`src/rtl/mcs_pkg.sv`:
```
// Overview of operation
// - sampling clock equals reference clock divided by four times the divider value.
// - host may rewrite divider register 43h when an external reference is used.
// - reference input held low selects the trimmed on-chip oscillator.
// - aux reference bit makes aux input measured against the internal supply rail.
// - adc comes up when either supply passes its lockout level, bus logic when either passes its bus-reset level.
// - adc off only when both supplies low; bus reset only when both low.
// - shutdown bit powers down adc, internal reference and linear regulator.
// - in shutdown the bus stays alive, address pins ignored, latched address kept.
// - in shutdown all registers keep contents and stay readable and writable.
// - clearing shutdown restores analog power, registers left untouched.
// - with wake enable set, both bus lines low over 33ms end shutdown.
// - stuck-bus wake raises alert only when its alert enable bit is set.
// - stuck-bus wake shows as present status and latches into the fault register.
package mcs_pkg;
    localparam int SYS_CLK_MHZ = 125;
    localparam int STUCK_MS = 33;
    localparam int STUCK_CYCLES = STUCK_MS * SYS_CLK_MHZ * 1000;
    localparam int REF_LOST_NS = 2000;
    localparam int REF_LOST_CYCLES = (REF_LOST_NS * SYS_CLK_MHZ + 999) / 1000;
    // register addresses
    localparam logic [7:0] ADDR_ADC_CTRL = 8'h00;
    localparam logic [7:0] ADDR_SYS_CTRL = 8'h01;
    localparam logic [7:0] ADDR_ALERT_EN2 = 8'h02;
    localparam logic [7:0] ADDR_STATUS_REG_TWO = 8'h03;
    localparam logic [7:0] ADDR_FAULT_LATCH_REG_TWO = 8'h04;
    localparam logic [7:0] ADDR_CLK_DIV = 8'h43;
    // reset values, fixed oscillator divide and unmapped read value
    localparam logic [7:0] RST_ADC_CTRL = 8'h00;
    localparam logic [7:0] RST_SYS_CTRL = 8'h00;
    localparam logic [7:0] RST_ALERT_EN2 = 8'h00;
    localparam logic [7:0] RST_CLK_DIV = 8'h04;
    localparam logic [7:0] INT_OSC_DIV = 8'h04;
    localparam logic [7:0] READ_ZERO = 8'h00;
    // field positions
    localparam int AUX_REF_BIT = 7;
    localparam int SHDN_BIT = 6;
    localparam int WAKE_EN_BIT = 4;
    localparam int ALERT_WAKE_BIT = 3;
    localparam int STUCK_FLAG_BIT = 1;
    // bus address: fixed upper bits, low four bits from address pins
    localparam logic [2:0] BUS_ADDR_HI = 3'h6;
    localparam logic [9:0] DIV_MULT = 10'h004;

    typedef struct packed {
        logic vddUvloOk;
        logic railUvloOk;
        logic vddBusOk;
        logic railBusOk;
    } mcs_supply_s;

    typedef struct packed {
        logic adcEn;
        logic refEn;
        logic regulatorEn;
        logic auxRefToRail;
    } mcs_power_s;

    typedef enum logic [3:0] {
        ST_IDLE = 4'h0,
        ST_ADDR = 4'h1,
        ST_AACK = 4'h3,
        ST_CMD  = 4'h2,
        ST_CACK = 4'h6,
        ST_WDAT = 4'h7,
        ST_WACK = 4'h5,
        ST_RDAT = 4'h4,
        ST_RACK = 4'hc
    } mcs_bus_e;
endpackage

```
`src/rtl/mcs_ctrl.sv`:
```
`timescale 1ns/100ps
module mcs_ctrl
    import mcs_pkg::*;
#(
    parameter int StuckCycles = STUCK_CYCLES
) (
    input  wire logic        sys_clk,
    input  wire logic        resetn,
    input  mcs_supply_s      supplyOk,
    input  wire logic        refClockIn,
    input  wire logic        intOscTick,
    input  wire logic [1:0]  addrSelectPinHi,
    input  wire logic [1:0]  addrSelectPinLo,
    input  wire logic        sclIn,
    input  wire logic        sdaIn,
    output logic             sdaOut,
    output logic             sdaOe,
    output mcs_power_s       powerCtl,
    output logic             sampClk,
    output logic             extRefActive,
    output logic             alertOut
);
    mcs_bus_e    st_q, st_d;
    logic [2:0]  cnt_q, cnt_d;
    logic [7:0]  sh_q, sh_d;
    logic [7:0]  ptr_q, ptr_d;
    logic        rw_q, rw_d;
    logic        oe_q, oe_d;
    logic        done_q, done_d;
    logic        ack_q, ack_d;
    logic        sclPrev_q, sdaPrev_q;
    logic        sclRise, sclFall, startCond, stopCond, wrEn;
    logic [7:0]  rdData;
    logic [7:0]  adcCtrl_q, adcCtrl_d, sysCtrl_q, sysCtrl_d;
    logic [7:0]  alertEn_q, alertEn_d, fault_q, fault_d, clkDiv_q, clkDiv_d;
    logic [3:0]  addrLatch_q, addrLatch_d;
    logic [22:0] stuckCnt_q, stuckCnt_d;
    logic        stuck_q, stuck_d, wake;
    logic        refPrev_q, extRef_q, extRef_d;
    logic [7:0]  refIdle_q, refIdle_d;
    logic        refTick, adcAlive, busAlive, shutdown;
    logic [7:0]  status_reg_two;

    // undervoltage lockout: adc alive while either supply is up
    assign adcAlive = supplyOk.vddUvloOk | supplyOk.railUvloOk;
    // bus logic held in reset only when both drop under bus-reset level
    assign busAlive = supplyOk.vddBusOk | supplyOk.railBusOk;
    assign shutdown = sysCtrl_q[SHDN_BIT];

    // line edges, inputs already synchronous
    assign sclRise = sclIn & ~sclPrev_q;
    assign sclFall = ~sclIn & sclPrev_q;
    assign startCond = sclIn & sclPrev_q & sdaPrev_q & ~sdaIn;
    assign stopCond = sclIn & sclPrev_q & ~sdaPrev_q & sdaIn;

    function automatic logic [7:0] regRead(input logic [7:0] a, input logic [7:0] c,
                                           input logic [7:0] s, input logic [7:0] e,
                                           input logic [7:0] st, input logic [7:0] f,
                                           input logic [7:0] d);
        logic [7:0] r;
        r = READ_ZERO;
        unique case (a)
            ADDR_ADC_CTRL: r = c;
            ADDR_SYS_CTRL: r = s;
            ADDR_ALERT_EN2: r = e;
            ADDR_STATUS_REG_TWO: r = st;
            ADDR_FAULT_LATCH_REG_TWO: r = f;
            ADDR_CLK_DIV: r = d;
            default: r = READ_ZERO;
        endcase
        return r;
    endfunction

    assign status_reg_two = 8'(stuck_q) << STUCK_FLAG_BIT;
    // reads stay available in shutdown, nothing gates the decode
    assign rdData = regRead(ptr_q, adcCtrl_q, sysCtrl_q, alertEn_q, status_reg_two, fault_q,
                            clkDiv_q);

    // serial slave: shifts on scl rise, drives on scl fall
    always_comb begin
        st_d = st_q;
        cnt_d = cnt_q;
        sh_d = sh_q;
        ptr_d = ptr_q;
        rw_d = rw_q;
        oe_d = oe_q;
        done_d = done_q;
        ack_d = ack_q;
        wrEn = 1'b0;
        if (startCond) begin
            st_d = ST_ADDR;
            cnt_d = 3'h0;
            done_d = 1'b0;
            oe_d = 1'b0;
        end else if (stopCond) begin
            st_d = ST_IDLE;
            oe_d = 1'b0;
        end else if (sclRise) begin
            if (st_q == ST_ADDR || st_q == ST_CMD || st_q == ST_WDAT) begin
                sh_d = {sh_q[6:0], sdaIn};
                cnt_d = cnt_q + 3'h1;
                done_d = (cnt_q == 3'h7);
            end else if (st_q == ST_RACK) begin
                ack_d = ~sdaIn;
                ptr_d = ptr_q + 8'h01;
                if (sdaIn) begin
                    st_d = ST_IDLE;
                end
            end
        end else if (sclFall) begin
            unique case (st_q)
                ST_IDLE: begin
                    oe_d = 1'b0;
                end
                ST_ADDR: begin
                    if (done_q) begin
                        done_d = 1'b0;
                        // match against the latched pin address, frozen while shut down
                        if (sh_q[7:1] == {BUS_ADDR_HI, addrLatch_q}) begin
                            oe_d = 1'b1;
                            rw_d = sh_q[0];
                            st_d = ST_AACK;
                        end else begin
                            st_d = ST_IDLE;
                        end
                    end
                end
                ST_CMD: begin
                    if (done_q) begin
                        done_d = 1'b0;
                        ptr_d = sh_q;
                        oe_d = 1'b1;
                        st_d = ST_CACK;
                    end
                end
                ST_WDAT: begin
                    if (done_q) begin
                        done_d = 1'b0;
                        wrEn = 1'b1;
                        oe_d = 1'b1;
                        st_d = ST_WACK;
                    end
                end
                ST_CACK: begin
                    oe_d = 1'b0;
                    st_d = ST_WDAT;
                end
                ST_WACK: begin
                    oe_d = 1'b0;
                    ptr_d = ptr_q + 8'h01;
                    st_d = ST_WDAT;
                end
                ST_RDAT: begin
                    if (cnt_q == 3'h0) begin
                        oe_d = 1'b0;
                        st_d = ST_RACK;
                    end else begin
                        oe_d = ~sh_q[7];
                        sh_d = {sh_q[6:0], 1'b0};
                        cnt_d = cnt_q + 3'h1;
                    end
                end
                ST_AACK, ST_RACK: begin
                    oe_d = 1'b0;
                    if (st_q == ST_AACK && !rw_q) begin
                        st_d = ST_CMD;
                    end else if (st_q == ST_AACK || ack_q) begin
                        sh_d = {rdData[6:0], 1'b0};
                        oe_d = ~rdData[7];
                        cnt_d = 3'h1;
                        st_d = ST_RDAT;
                    end
                end
            endcase
        end
    end

    // register file; bus-reset level clears, shutdown never does
    always_comb begin
        adcCtrl_d = adcCtrl_q;
        sysCtrl_d = sysCtrl_q;
        alertEn_d = alertEn_q;
        fault_d = fault_q;
        clkDiv_d = clkDiv_q;
        // address pins ignored while shut down
        addrLatch_d = shutdown ? addrLatch_q : {addrSelectPinHi, addrSelectPinLo};
        if (wrEn) begin
            unique case (ptr_q)
                ADDR_ADC_CTRL: adcCtrl_d = sh_q;
                ADDR_SYS_CTRL: sysCtrl_d = sh_q;
                ADDR_ALERT_EN2: alertEn_d = sh_q;
                ADDR_FAULT_LATCH_REG_TWO: fault_d = fault_q & sh_q;
                ADDR_CLK_DIV: clkDiv_d = sh_q;
                default: fault_d = fault_q;
            endcase
        end
        // wake beats a same-cycle write of the shutdown bit or fault clear
        if (wake) begin
            sysCtrl_d[SHDN_BIT] = 1'b0;
            fault_d[STUCK_FLAG_BIT] = 1'b1;
        end
    end

    // stuck-bus watch and reference detection
    always_comb begin
        stuckCnt_d = stuckCnt_q;
        stuck_d = stuck_q;
        extRef_d = extRef_q;
        refIdle_d = refIdle_q;
        if (!sclIn && !sdaIn) begin
            if (stuckCnt_q != 23'(StuckCycles)) begin
                stuckCnt_d = stuckCnt_q + 23'h000001;
            end else begin
                stuck_d = 1'b1;
            end
        end else begin
            stuckCnt_d = 23'h000000;
            stuck_d = 1'b0;
        end
        // a grounded reference input shows no edges, fall back to oscillator
        if (refClockIn && !refPrev_q) begin
            refIdle_d = 8'h00;
            extRef_d = 1'b1;
        end else if (refIdle_q == 8'(REF_LOST_CYCLES)) begin
            extRef_d = 1'b0;
        end else begin
            refIdle_d = refIdle_q + 8'h01;
        end
    end
    assign wake = stuck_d & ~stuck_q & sysCtrl_q[WAKE_EN_BIT];

    always_ff @(posedge sys_clk or negedge resetn) begin
        if (!resetn) begin
            st_q <= ST_IDLE;
            cnt_q <= 3'h0;
            sh_q <= 8'h00;
            ptr_q <= 8'h00;
            rw_q <= 1'b0;
            oe_q <= 1'b0;
            done_q <= 1'b0;
            ack_q <= 1'b0;
            sclPrev_q <= 1'b1;
            sdaPrev_q <= 1'b1;
            adcCtrl_q <= RST_ADC_CTRL;
            sysCtrl_q <= RST_SYS_CTRL;
            alertEn_q <= RST_ALERT_EN2;
            fault_q <= 8'h00;
            clkDiv_q <= RST_CLK_DIV;
            addrLatch_q <= 4'h0;
            stuckCnt_q <= 23'h000000;
            stuck_q <= 1'b0;
            refPrev_q <= 1'b0;
            extRef_q <= 1'b0;
            refIdle_q <= 8'h00;
        end else if (!busAlive) begin
            st_q <= ST_IDLE;
            oe_q <= 1'b0;
            ptr_q <= 8'h00;
            adcCtrl_q <= RST_ADC_CTRL;
            sysCtrl_q <= RST_SYS_CTRL;
            alertEn_q <= RST_ALERT_EN2;
            fault_q <= 8'h00;
            clkDiv_q <= RST_CLK_DIV;
        end else begin
            st_q <= st_d;
            cnt_q <= cnt_d;
            sh_q <= sh_d;
            ptr_q <= ptr_d;
            rw_q <= rw_d;
            oe_q <= oe_d;
            done_q <= done_d;
            ack_q <= ack_d;
            sclPrev_q <= sclIn;
            sdaPrev_q <= sdaIn;
            adcCtrl_q <= adcCtrl_d;
            sysCtrl_q <= sysCtrl_d;
            alertEn_q <= alertEn_d;
            fault_q <= fault_d;
            clkDiv_q <= clkDiv_d;
            addrLatch_q <= addrLatch_d;
            stuckCnt_q <= stuckCnt_d;
            stuck_q <= stuck_d;
            refPrev_q <= refClockIn;
            extRef_q <= extRef_d;
            refIdle_q <= refIdle_d;
        end
    end

    // on-chip oscillator uses a fixed divide, host divider ignored
    assign refTick = extRef_q ? (refClockIn & ~refPrev_q) : intOscTick;
    mcs_samp_div u_div (
        .sys_clk (sys_clk),
        .resetn  (resetn),
        .refTick (refTick),
        .divisor (extRef_q ? clkDiv_q : INT_OSC_DIV),
        .sampClk (sampClk)
    );

    // analog power follows shutdown; registers are not touched by it
    assign powerCtl.adcEn = adcAlive & ~shutdown;
    assign powerCtl.refEn = adcAlive & ~shutdown;
    assign powerCtl.regulatorEn = ~shutdown;
    assign powerCtl.auxRefToRail = adcCtrl_q[AUX_REF_BIT];
    assign alertOut = fault_q[STUCK_FLAG_BIT] & alertEn_q[ALERT_WAKE_BIT];
    assign sdaOut = 1'b0;
    assign sdaOe = oe_q;
    assign extRefActive = extRef_q;
endmodule

```
`src/rtl/mcs_samp_div.sv`:
```
`timescale 1ns/100ps
module mcs_samp_div
    import mcs_pkg::*;
(
    input  wire logic       sys_clk,
    input  wire logic       resetn,
    input  wire logic       refTick,
    input  wire logic [7:0] divisor,
    output logic            sampClk
);
    logic [9:0] cnt_q, cnt_d;
    logic [9:0] period_q, period_d;
    logic       clk_q, clk_d;
    logic       boundary;

    // one full period is 4 x divisor reference ticks; zero treated as one
    assign boundary = refTick && (cnt_q == 10'h000);
    always_comb begin
        cnt_d = cnt_q;
        period_d = period_q;
        clk_d = clk_q;
        if (boundary) begin
            // divisor only sampled here so no truncated pulse
            period_d = (divisor == 8'h00) ? DIV_MULT : {divisor, 2'b00};
            cnt_d = ((divisor == 8'h00) ? DIV_MULT : {divisor, 2'b00}) - 10'h001;
            clk_d = 1'b1;
        end else if (refTick) begin
            cnt_d = cnt_q - 10'h001;
            if (cnt_q == {1'b0, period_q[9:1]}) begin
                clk_d = 1'b0;
            end
        end
    end

    always_ff @(posedge sys_clk or negedge resetn) begin
        if (!resetn) begin
            cnt_q <= 10'h000;
            period_q <= DIV_MULT;
            clk_q <= 1'b0;
        end else begin
            cnt_q <= cnt_d;
            period_q <= period_d;
            clk_q <= clk_d;
        end
    end

    assign sampClk = clk_q;
endmodule

```
`config.mk`:
```
export PLATFORM = sky130hd
export DESIGN_NAME = mcs_ctrl
export DESIGN_NICKNAME = d
export VERILOG_FILES = /design/src/rtl/mcs_pkg.sv /design/src/rtl/mcs_ctrl.sv /design/src/rtl/mcs_samp_div.sv
export SDC_FILE = /design/constraint.sdc
export NUM_CORES = 1
export LEC_CHECK = 0
export ABC_AREA = 1
export BUFFER_PORTS_ARGS = -buffer_cell sky130_fd_sc_hd__buf_2
export CAP_MARGIN = 30
export CORE_MARGIN = 5
export CORE_UTILIZATION = 55
export DETAILED_ROUTE_END_ITERATION = 10
export GPL_TIMING_DRIVEN = 0
export HOLD_SLACK_MARGIN = 0.15
export PLACE_DENSITY_LB_ADDON = 0.25
export SLEW_MARGIN = 20
export SYNTH_ARGS = -nofsm -noshare
export SYNTH_HDL_FRONTEND = slang
export SYNTH_SLANG_ARGS = --single-unit
```
`constraint.sdc`:
```
create_clock -name sys_clk -period 1.9 [get_ports sys_clk]
set_clock_uncertainty 0.15 [all_clocks]
set_input_delay 0.095 -clock sys_clk [delete_from_list [all_inputs] [get_ports sys_clk]]
set_output_delay 0.095 -clock sys_clk [all_outputs]
set_load 0.02 [all_outputs]
```
# ---- Word level (Yosys, flattened, before mapping)
# Cells that the tools add are included.
dict set report totals {
  ff_bits 128
  inputBits 14
  output_inout_bits 9
  wordCells 268
}
dict set report classes {
  n_addsub 6
  eq_ne 60
  muxes 99
  n_bitwise 28
  n_reduce_logical 49
}
# cell n
set ops {}
lappend ops {{$mux W8} 32}
lappend ops {{$mux W4} 14}
lappend ops {{$pmux W8 S6} 1}
lappend ops {{$mux W23} 2}
lappend ops {{$mux W1} 33}
lappend ops {{$pmux W8 S2} 2}
lappend ops {{$mux W10} 3}
lappend ops {{$ne A5 B5 Y1 const B} 5}
lappend ops {{$mux W3} 8}
lappend ops {{$ne A4 B4 Y1 const B} 6}
lappend ops {{$ne A6 B6 Y1 const B} 4}
lappend ops {{$pmux W4 S6} 1}
lappend ops {{$reduce_and A2 Y1} 12}
lappend ops {{$add A23 B1 Y23 const B} 1}
lappend ops {{$ne A23 B22 Y1 const B} 1}
lappend ops {{$sub A10 B1 Y10 const B} 2}
lappend ops {{$ne A3 B3 Y1 const B} 6}
lappend ops {{$add A8 B1 Y8 const B} 2}
lappend ops {{$eq A4 B3 Y1 const B} 4}
lappend ops {{$eq A8 B2 Y1 const B} 2}
lappend ops {{$logic_not A8 Y1} 2}
lappend ops {{$reduce_and A8 Y1} 2}
lappend ops {{$ne A2 B1 Y1 const B} 7}
lappend ops {{$not A1 Y1} 13}
lappend ops {{40 further kinds} 77}

# ---- Depth between registers and ports, before layout
dict set report depth {
  ltp_word 11
  mapped_depth 12
}

# ---- By module
# A second synthesis with hierarchy kept.
dict set report hier_totals {
  hier_cells 1068
  area_unflattened_um2 7823.8
}
# mod instances cells_each area_each_um2
set modules_own_cells {}
lappend modules_own_cells {mcs_ctrl 1 913 6625.1}
lappend modules_own_cells {mcs_samp_div 1 155 1198.6}

# ---- Least setup slack after synthesis
# OpenSTA, ideal clock, no wires.
dict set report synth_path {
  path_kind {reg2reg}
  startpoint {register sclPrev_q}
  endpoint {register clkDiv_q[5]}
  setup_time_ns 0.120
  arrival_time_ns 1.813
  setup_slack_ns -0.183
  path_stages_with_launch 13
  synth_period_minus_slack_ns 2.083
  path_cell_list {dfstp_2 inv_1 ha_1 buf_4 inv_1 nand2_1 nor2_1 nand2_2 o21ai_2 inv_1 buf_4 nand2_1 o21ai_2}
}
dict set report synth_between {
  elab_chain_cells 7
  word_cells_on_any_way 14
}
# item line_no
set synth_rtl {}
lappend synth_rtl {{from (decl)} mcs_ctrl.sv:31} ;# logic sclPrev_q, sdaPrev_q;
lappend synth_rtl {{from (signal assigned)} mcs_ctrl.sv:273} ;# sclPrev_q <= sclIn;
lappend synth_rtl {{$and A1 B1 Y1, or another cell as far along} mcs_ctrl.sv:52} ;# assign sclFall = ~sclIn & sclPrev_q;
lappend synth_rtl {{$mux W1, or another cell as far along} mcs_ctrl.sv:110} ;# end else if (sclFall) begin
lappend synth_rtl {{$mux W1 / $and A1 B1 Y1 (equally long branches)} {mcs_ctrl.sv:98, mcs_ctrl.sv:54}}
lappend synth_rtl {{$mux W1} mcs_ctrl.sv:95} ;# end else if (stopCond) begin
lappend synth_rtl {{$mux W1 *} mcs_ctrl.sv:90} ;# if (startCond) begin
lappend synth_rtl {{$ne A2 B2 Y1 (no line) *} n/a}
lappend synth_rtl {{$reduce_and A2 Y1 (no line) *} n/a}
lappend synth_rtl {{to (signal assigned)} mcs_ctrl.sv:279} ;# clkDiv_q <= clkDiv_d;
lappend synth_rtl {{to (decl)} mcs_ctrl.sv:35} ;# logic [7:0] alertEn_q, alertEn_d, fault_q, fault_d, clkDiv_q, clkDiv_d;
# Mark *: on every way between the ends. The rest lies on a longest branch, timed or not.
# A chain may end at the register's enable or synchronous reset.

# ---- Final worst setup path
dict set report layout_path {
  startpoint {register sclPrev_q}
  endpoint {register st_q[0]}
}
dict set report layout_between {
  elab_chain_cells 6
  word_cells_on_any_way 23
}
# item line_no
set layout_rtl {}
lappend layout_rtl {{branches (longest 6 deep; another with $ne A10 B5 Y1)} n/a}
lappend layout_rtl {{to (signal assigned)} mcs_ctrl.sv:265} ;# st_q <= st_d;
lappend layout_rtl {{to (decl)} mcs_ctrl.sv:23} ;# mcs_bus_e st_q, st_d;
# Parallel ways; which one is timed is not known.

==> impl_metrics.py <==
metrics = {
    "grt": {
        "grt_pass1_vias": 7168,
        "grt-ovfl-total": 0,
        "grt_pass1_wl_microns": 35100,
        "grt_max_degree": 78,
        "antenna_found_initial": 0,
        "track_usage_pct": 27.1,
    },
    "cts": {
        "clock_path_buffers": 2,
        "cts_root_buf": "clkbuf_16",
        "cts.sinks": 126,
        "h-tree-depth": 4,
        "cts_inserted_buffers": 17,
        "clk_pin_slew_ps": 60,
        "clk-insertion-delay-late_ps": 430,
        "cts_tree": "built",
    },
    "logic_synthesis": {
        "syn-num-nets": 1016,
        "ys_types": 51,
        "synth-edff-count": 0,
        "yosysSeqAreaShare_pct": 42.2,
        "synth_common_cells": "263 x nand2_1, 122 x dfrtp_1, 114 x inv_1",
        "synth.avg_cell_area_sq_um": 7.58,
        "synth_area_leaders": "dfrtp_1 41%, nand2_1 13%, inv_1 5.7%, nor2_1 4.4%, o21ai_0 4.3%",
        "synthArstFlopShare_pct": 100,
        "yosysMostFrequentCell": "nand2_1",
        "synthCells": 987,
        "synth-seq-cells": 126,
        "synth_warnings": 0,
        "netlist_area_sq_mm": 0.00749,
        "synth.top_cell.area_share_pct": 40.8,
        "yosysTopAreaCell": "dfrtp_1",
        "synth_flop_cell": "dfrtp_1",
    },
    "placed_design": {
        "placed_cell_area_sq_mm": 0.00791,
        "portBuffers": 21,
        "place_ws_ps": -321,
        "place_congestion": 0.906,
        "dp_hpwl_microns": 13500,
    },
    "routing": {
        "drt_pass1_iterations": 6,
        "ant_nets": 0,
        "wl_per_cell_microns": 17.6,
        "totalWireLength_microns": 23100,
        "drtIter0Drc": 870,
        "vias": 7656,
        "viasPerCell": 5.84,
        "drc": 0,
    },
    "power": {
        "ir_drop_mv": 0.769,
        "leakage_nw": 4.63,
        "total_power_mw": 11.7,
        "p_per_area_mw_per_mm2": 1160,
    },
    "floorplan": {
        "row_count": 42,
        "fp.coreArea_sq_mm": 0.0133,
        "die_area_sq_mm": 0.0160,
        "die_x_microns": 127,
        "start_util_pct": 56.3,
        "dieHeight_microns": 127,
        "io_pins": 23,
    },
    "timing": {
        "post-route-period-util_pct": 114,
        "finalSetupTns_ps": -5330,
        "slew_headroom_pct": 51.6,
        "setup_viol": 64,
        "setup_ws_ps": -266,
        "fin_crit_ps": 2170,
        "tightest_slew_ps": 727,
        "slew_violations": 0,
        "rsz0062_at_grt": "yes",
        "hold_violations": 0,
        "clock.fmax_ghz": 0.462,
    },
    "critical_path": {
        "start_kind": "register",
        "cp-end-kind": "register",
        "required_ps": 2090,
        "path_class": "register to register",
        "crit_fanout": 8,
        "arrival_ps": 2360,
    },
    "final_layout": {
        "multiInputGateArea_sq_mm": 0.00433,
        "fillers": 877,
        "layout.nets": 1151,
        "final_area_sq_mm": 0.0101,
        "top_regs": "stuckCnt_q (23), u_div.cnt_q (10)",
        "top_register": "stuckCnt_q",
        "final_core_util_pct": 75.8,
        "largest_reg_flops": 23,
        "area_delta_synth_final_pct": 34.6,
        "diodes": 0,
        "drive_gt1_share_pct": 29.5,
        "seq_area_sq_mm": 0.00317,
    },
    "run_status": {
        "violations": "setup timing",
        "outcome": "complete, but fails checks",
    },
    "hold_path": {
        "min_path_type": "input port to register",
    },
    "job": {
        "maxCapViolCount": 0,
    },
}
[through the flow]
| step | hold WS, ps | instances |
|---|---|---|
| 2_1_floorplan | -351 | 987 |
| 3_3_place_gp | 179 | 1184 |
| 3_5_place_dp | -123 | 1185 |
| 4_1_cts | 133 | 1264 |
| 5_1_grt | 255 | 1310 |
| 6_report | 188 | 1310 |
[power breakdown]
part	internal [mW]	switching, mW
clock network	2.59	1.21
registers	3.24	0.578
logic	1.56	2.50
total	7.39	4.28
[path summary, 6_finish.rpt]
path,start,endpoint,slack (ps),depth (start not counted)
worst max-delay path,sclPrev_q$_DFFE_PN1N_,st_q[0]$_DFFE_PN0P_,-270,9
worst min-delay path,supplyOk[1],stuckCnt_q[4]$_DFFE_PN0P_,190,7
worst max register to register,sclPrev_q$_DFFE_PN1N_,st_q[0]$_DFFE_PN0P_,-270,9
worst min register to register,u_div.cnt_q[0]$_DFFE_PN0P_,u_div.cnt_q[0]$_DFFE_PN0P_,320,1
max in group asynchronous,resetn,sdaPrev_q$_DFFE_PN1N_,310,4
min in group asynchronous,resetn,refIdle_q[0]$_DFFE_PN0P_,550,3
[metal layers]
layer	global-route usage, %	vias to the layer above	share of wire (%)
li1	-	3517	-
met1	35.2	3603	39
met2	43.9	445	48
met3	5.76	91	8.7
met4	12.1	0	3.9
met5	0	-	0
[placed cells by master, fill, tap and decap left out, types with 7 or more instances in the layout]
master | Yosys | layout
o21ai_2 | 9 | 16
dfrtp_2 | 0 | 10
buf_4 | 6 | 69
a21boi_0 | 8 | 7
nand2_2 | 9 | 32
inv_2 | 10 | 22
nand2_4 | 0 | 10
buf_2 | 12 | 22
o31ai_1 | 8 | 8
nor3_1 | 22 | 15
nor3_2 | 1 | 7
nand4_1 | 35 | 35
clkbuf_16 | 0 | 17
ha_1 | 15 | 8
nand2_1 | 263 | 230
buf_12 | 0 | 7
nor2_2 | 9 | 16
dfrtp_1 | 122 | 112
buf_6 | 1 | 13
a21oi_1 | 15 | 13
o21ai_1 | 26 | 35
nor2_1 | 87 | 65
o21ai_0 | 65 | 47
xor2_1 | 18 | 18
inv_1 | 114 | 93
inv_4 | 0 | 7
nand3_1 | 57 | 51
nor2_4 | 2 | 19
dlygate4sd3_1 | 0 | 18
[cell type report]
| cell class | count | share of cell area (%) |
|---|---|---|
| Clock buffer | 21 | 4.77 |
| Buffer | 20 | 1.74 |
| Timing Repair Buffer | 116 | 9.96 |
| Tap cell | 176 | 2.19 |
| Inverter | 124 | 4.91 |
| Sequential cell | 126 | 31.5 |
| Multi-Input combinational cell | 717 | 42.9 |
| Clock inverter | 10 | 2.05 |
[critical path: stages (launching register included)]
cell and delay [ps]:
dfstp_2 570, inv_2 60, ha_4 210, nor3_1 420, o211ai_1 180, nand2_1 110, nor2_1 60, nand2_2 170
nand2_1 80, o21ai_1 80
[cells by family (layout without fill, tap and decap cells)]
| kind of cell | Yosys count | after routing | synth area share, % |
|---|---|---|---|
| AND/OR/NAND/NOR | 508 | 510 | 30.4 |
| AO/OA/AOI/OAI | 163 | 163 | 13.5 |
| buffers and inverters | 146 | 291 | 7.92 |
| flip-flops | 126 | 126 | 42.2 |
| XOR/XNOR | 24 | 24 | 2.81 |
| adder cells (fa/ha/maj) | 15 | 15 | 2.51 |
| multiplexers | 4 | 4 | 0.602 |
| other | 1 | 1 | 0.0501 |
[timing repair]
action,in CTS,in global routing
hold endpoints to repair,158,5
hold buffers,17,1
pin swaps,20,61
resized for setup,73,138
setup buffers,29,45
cloned,4,1
endpoints found under the setup margin,94,99
Power figures use the tool's default switching activity.
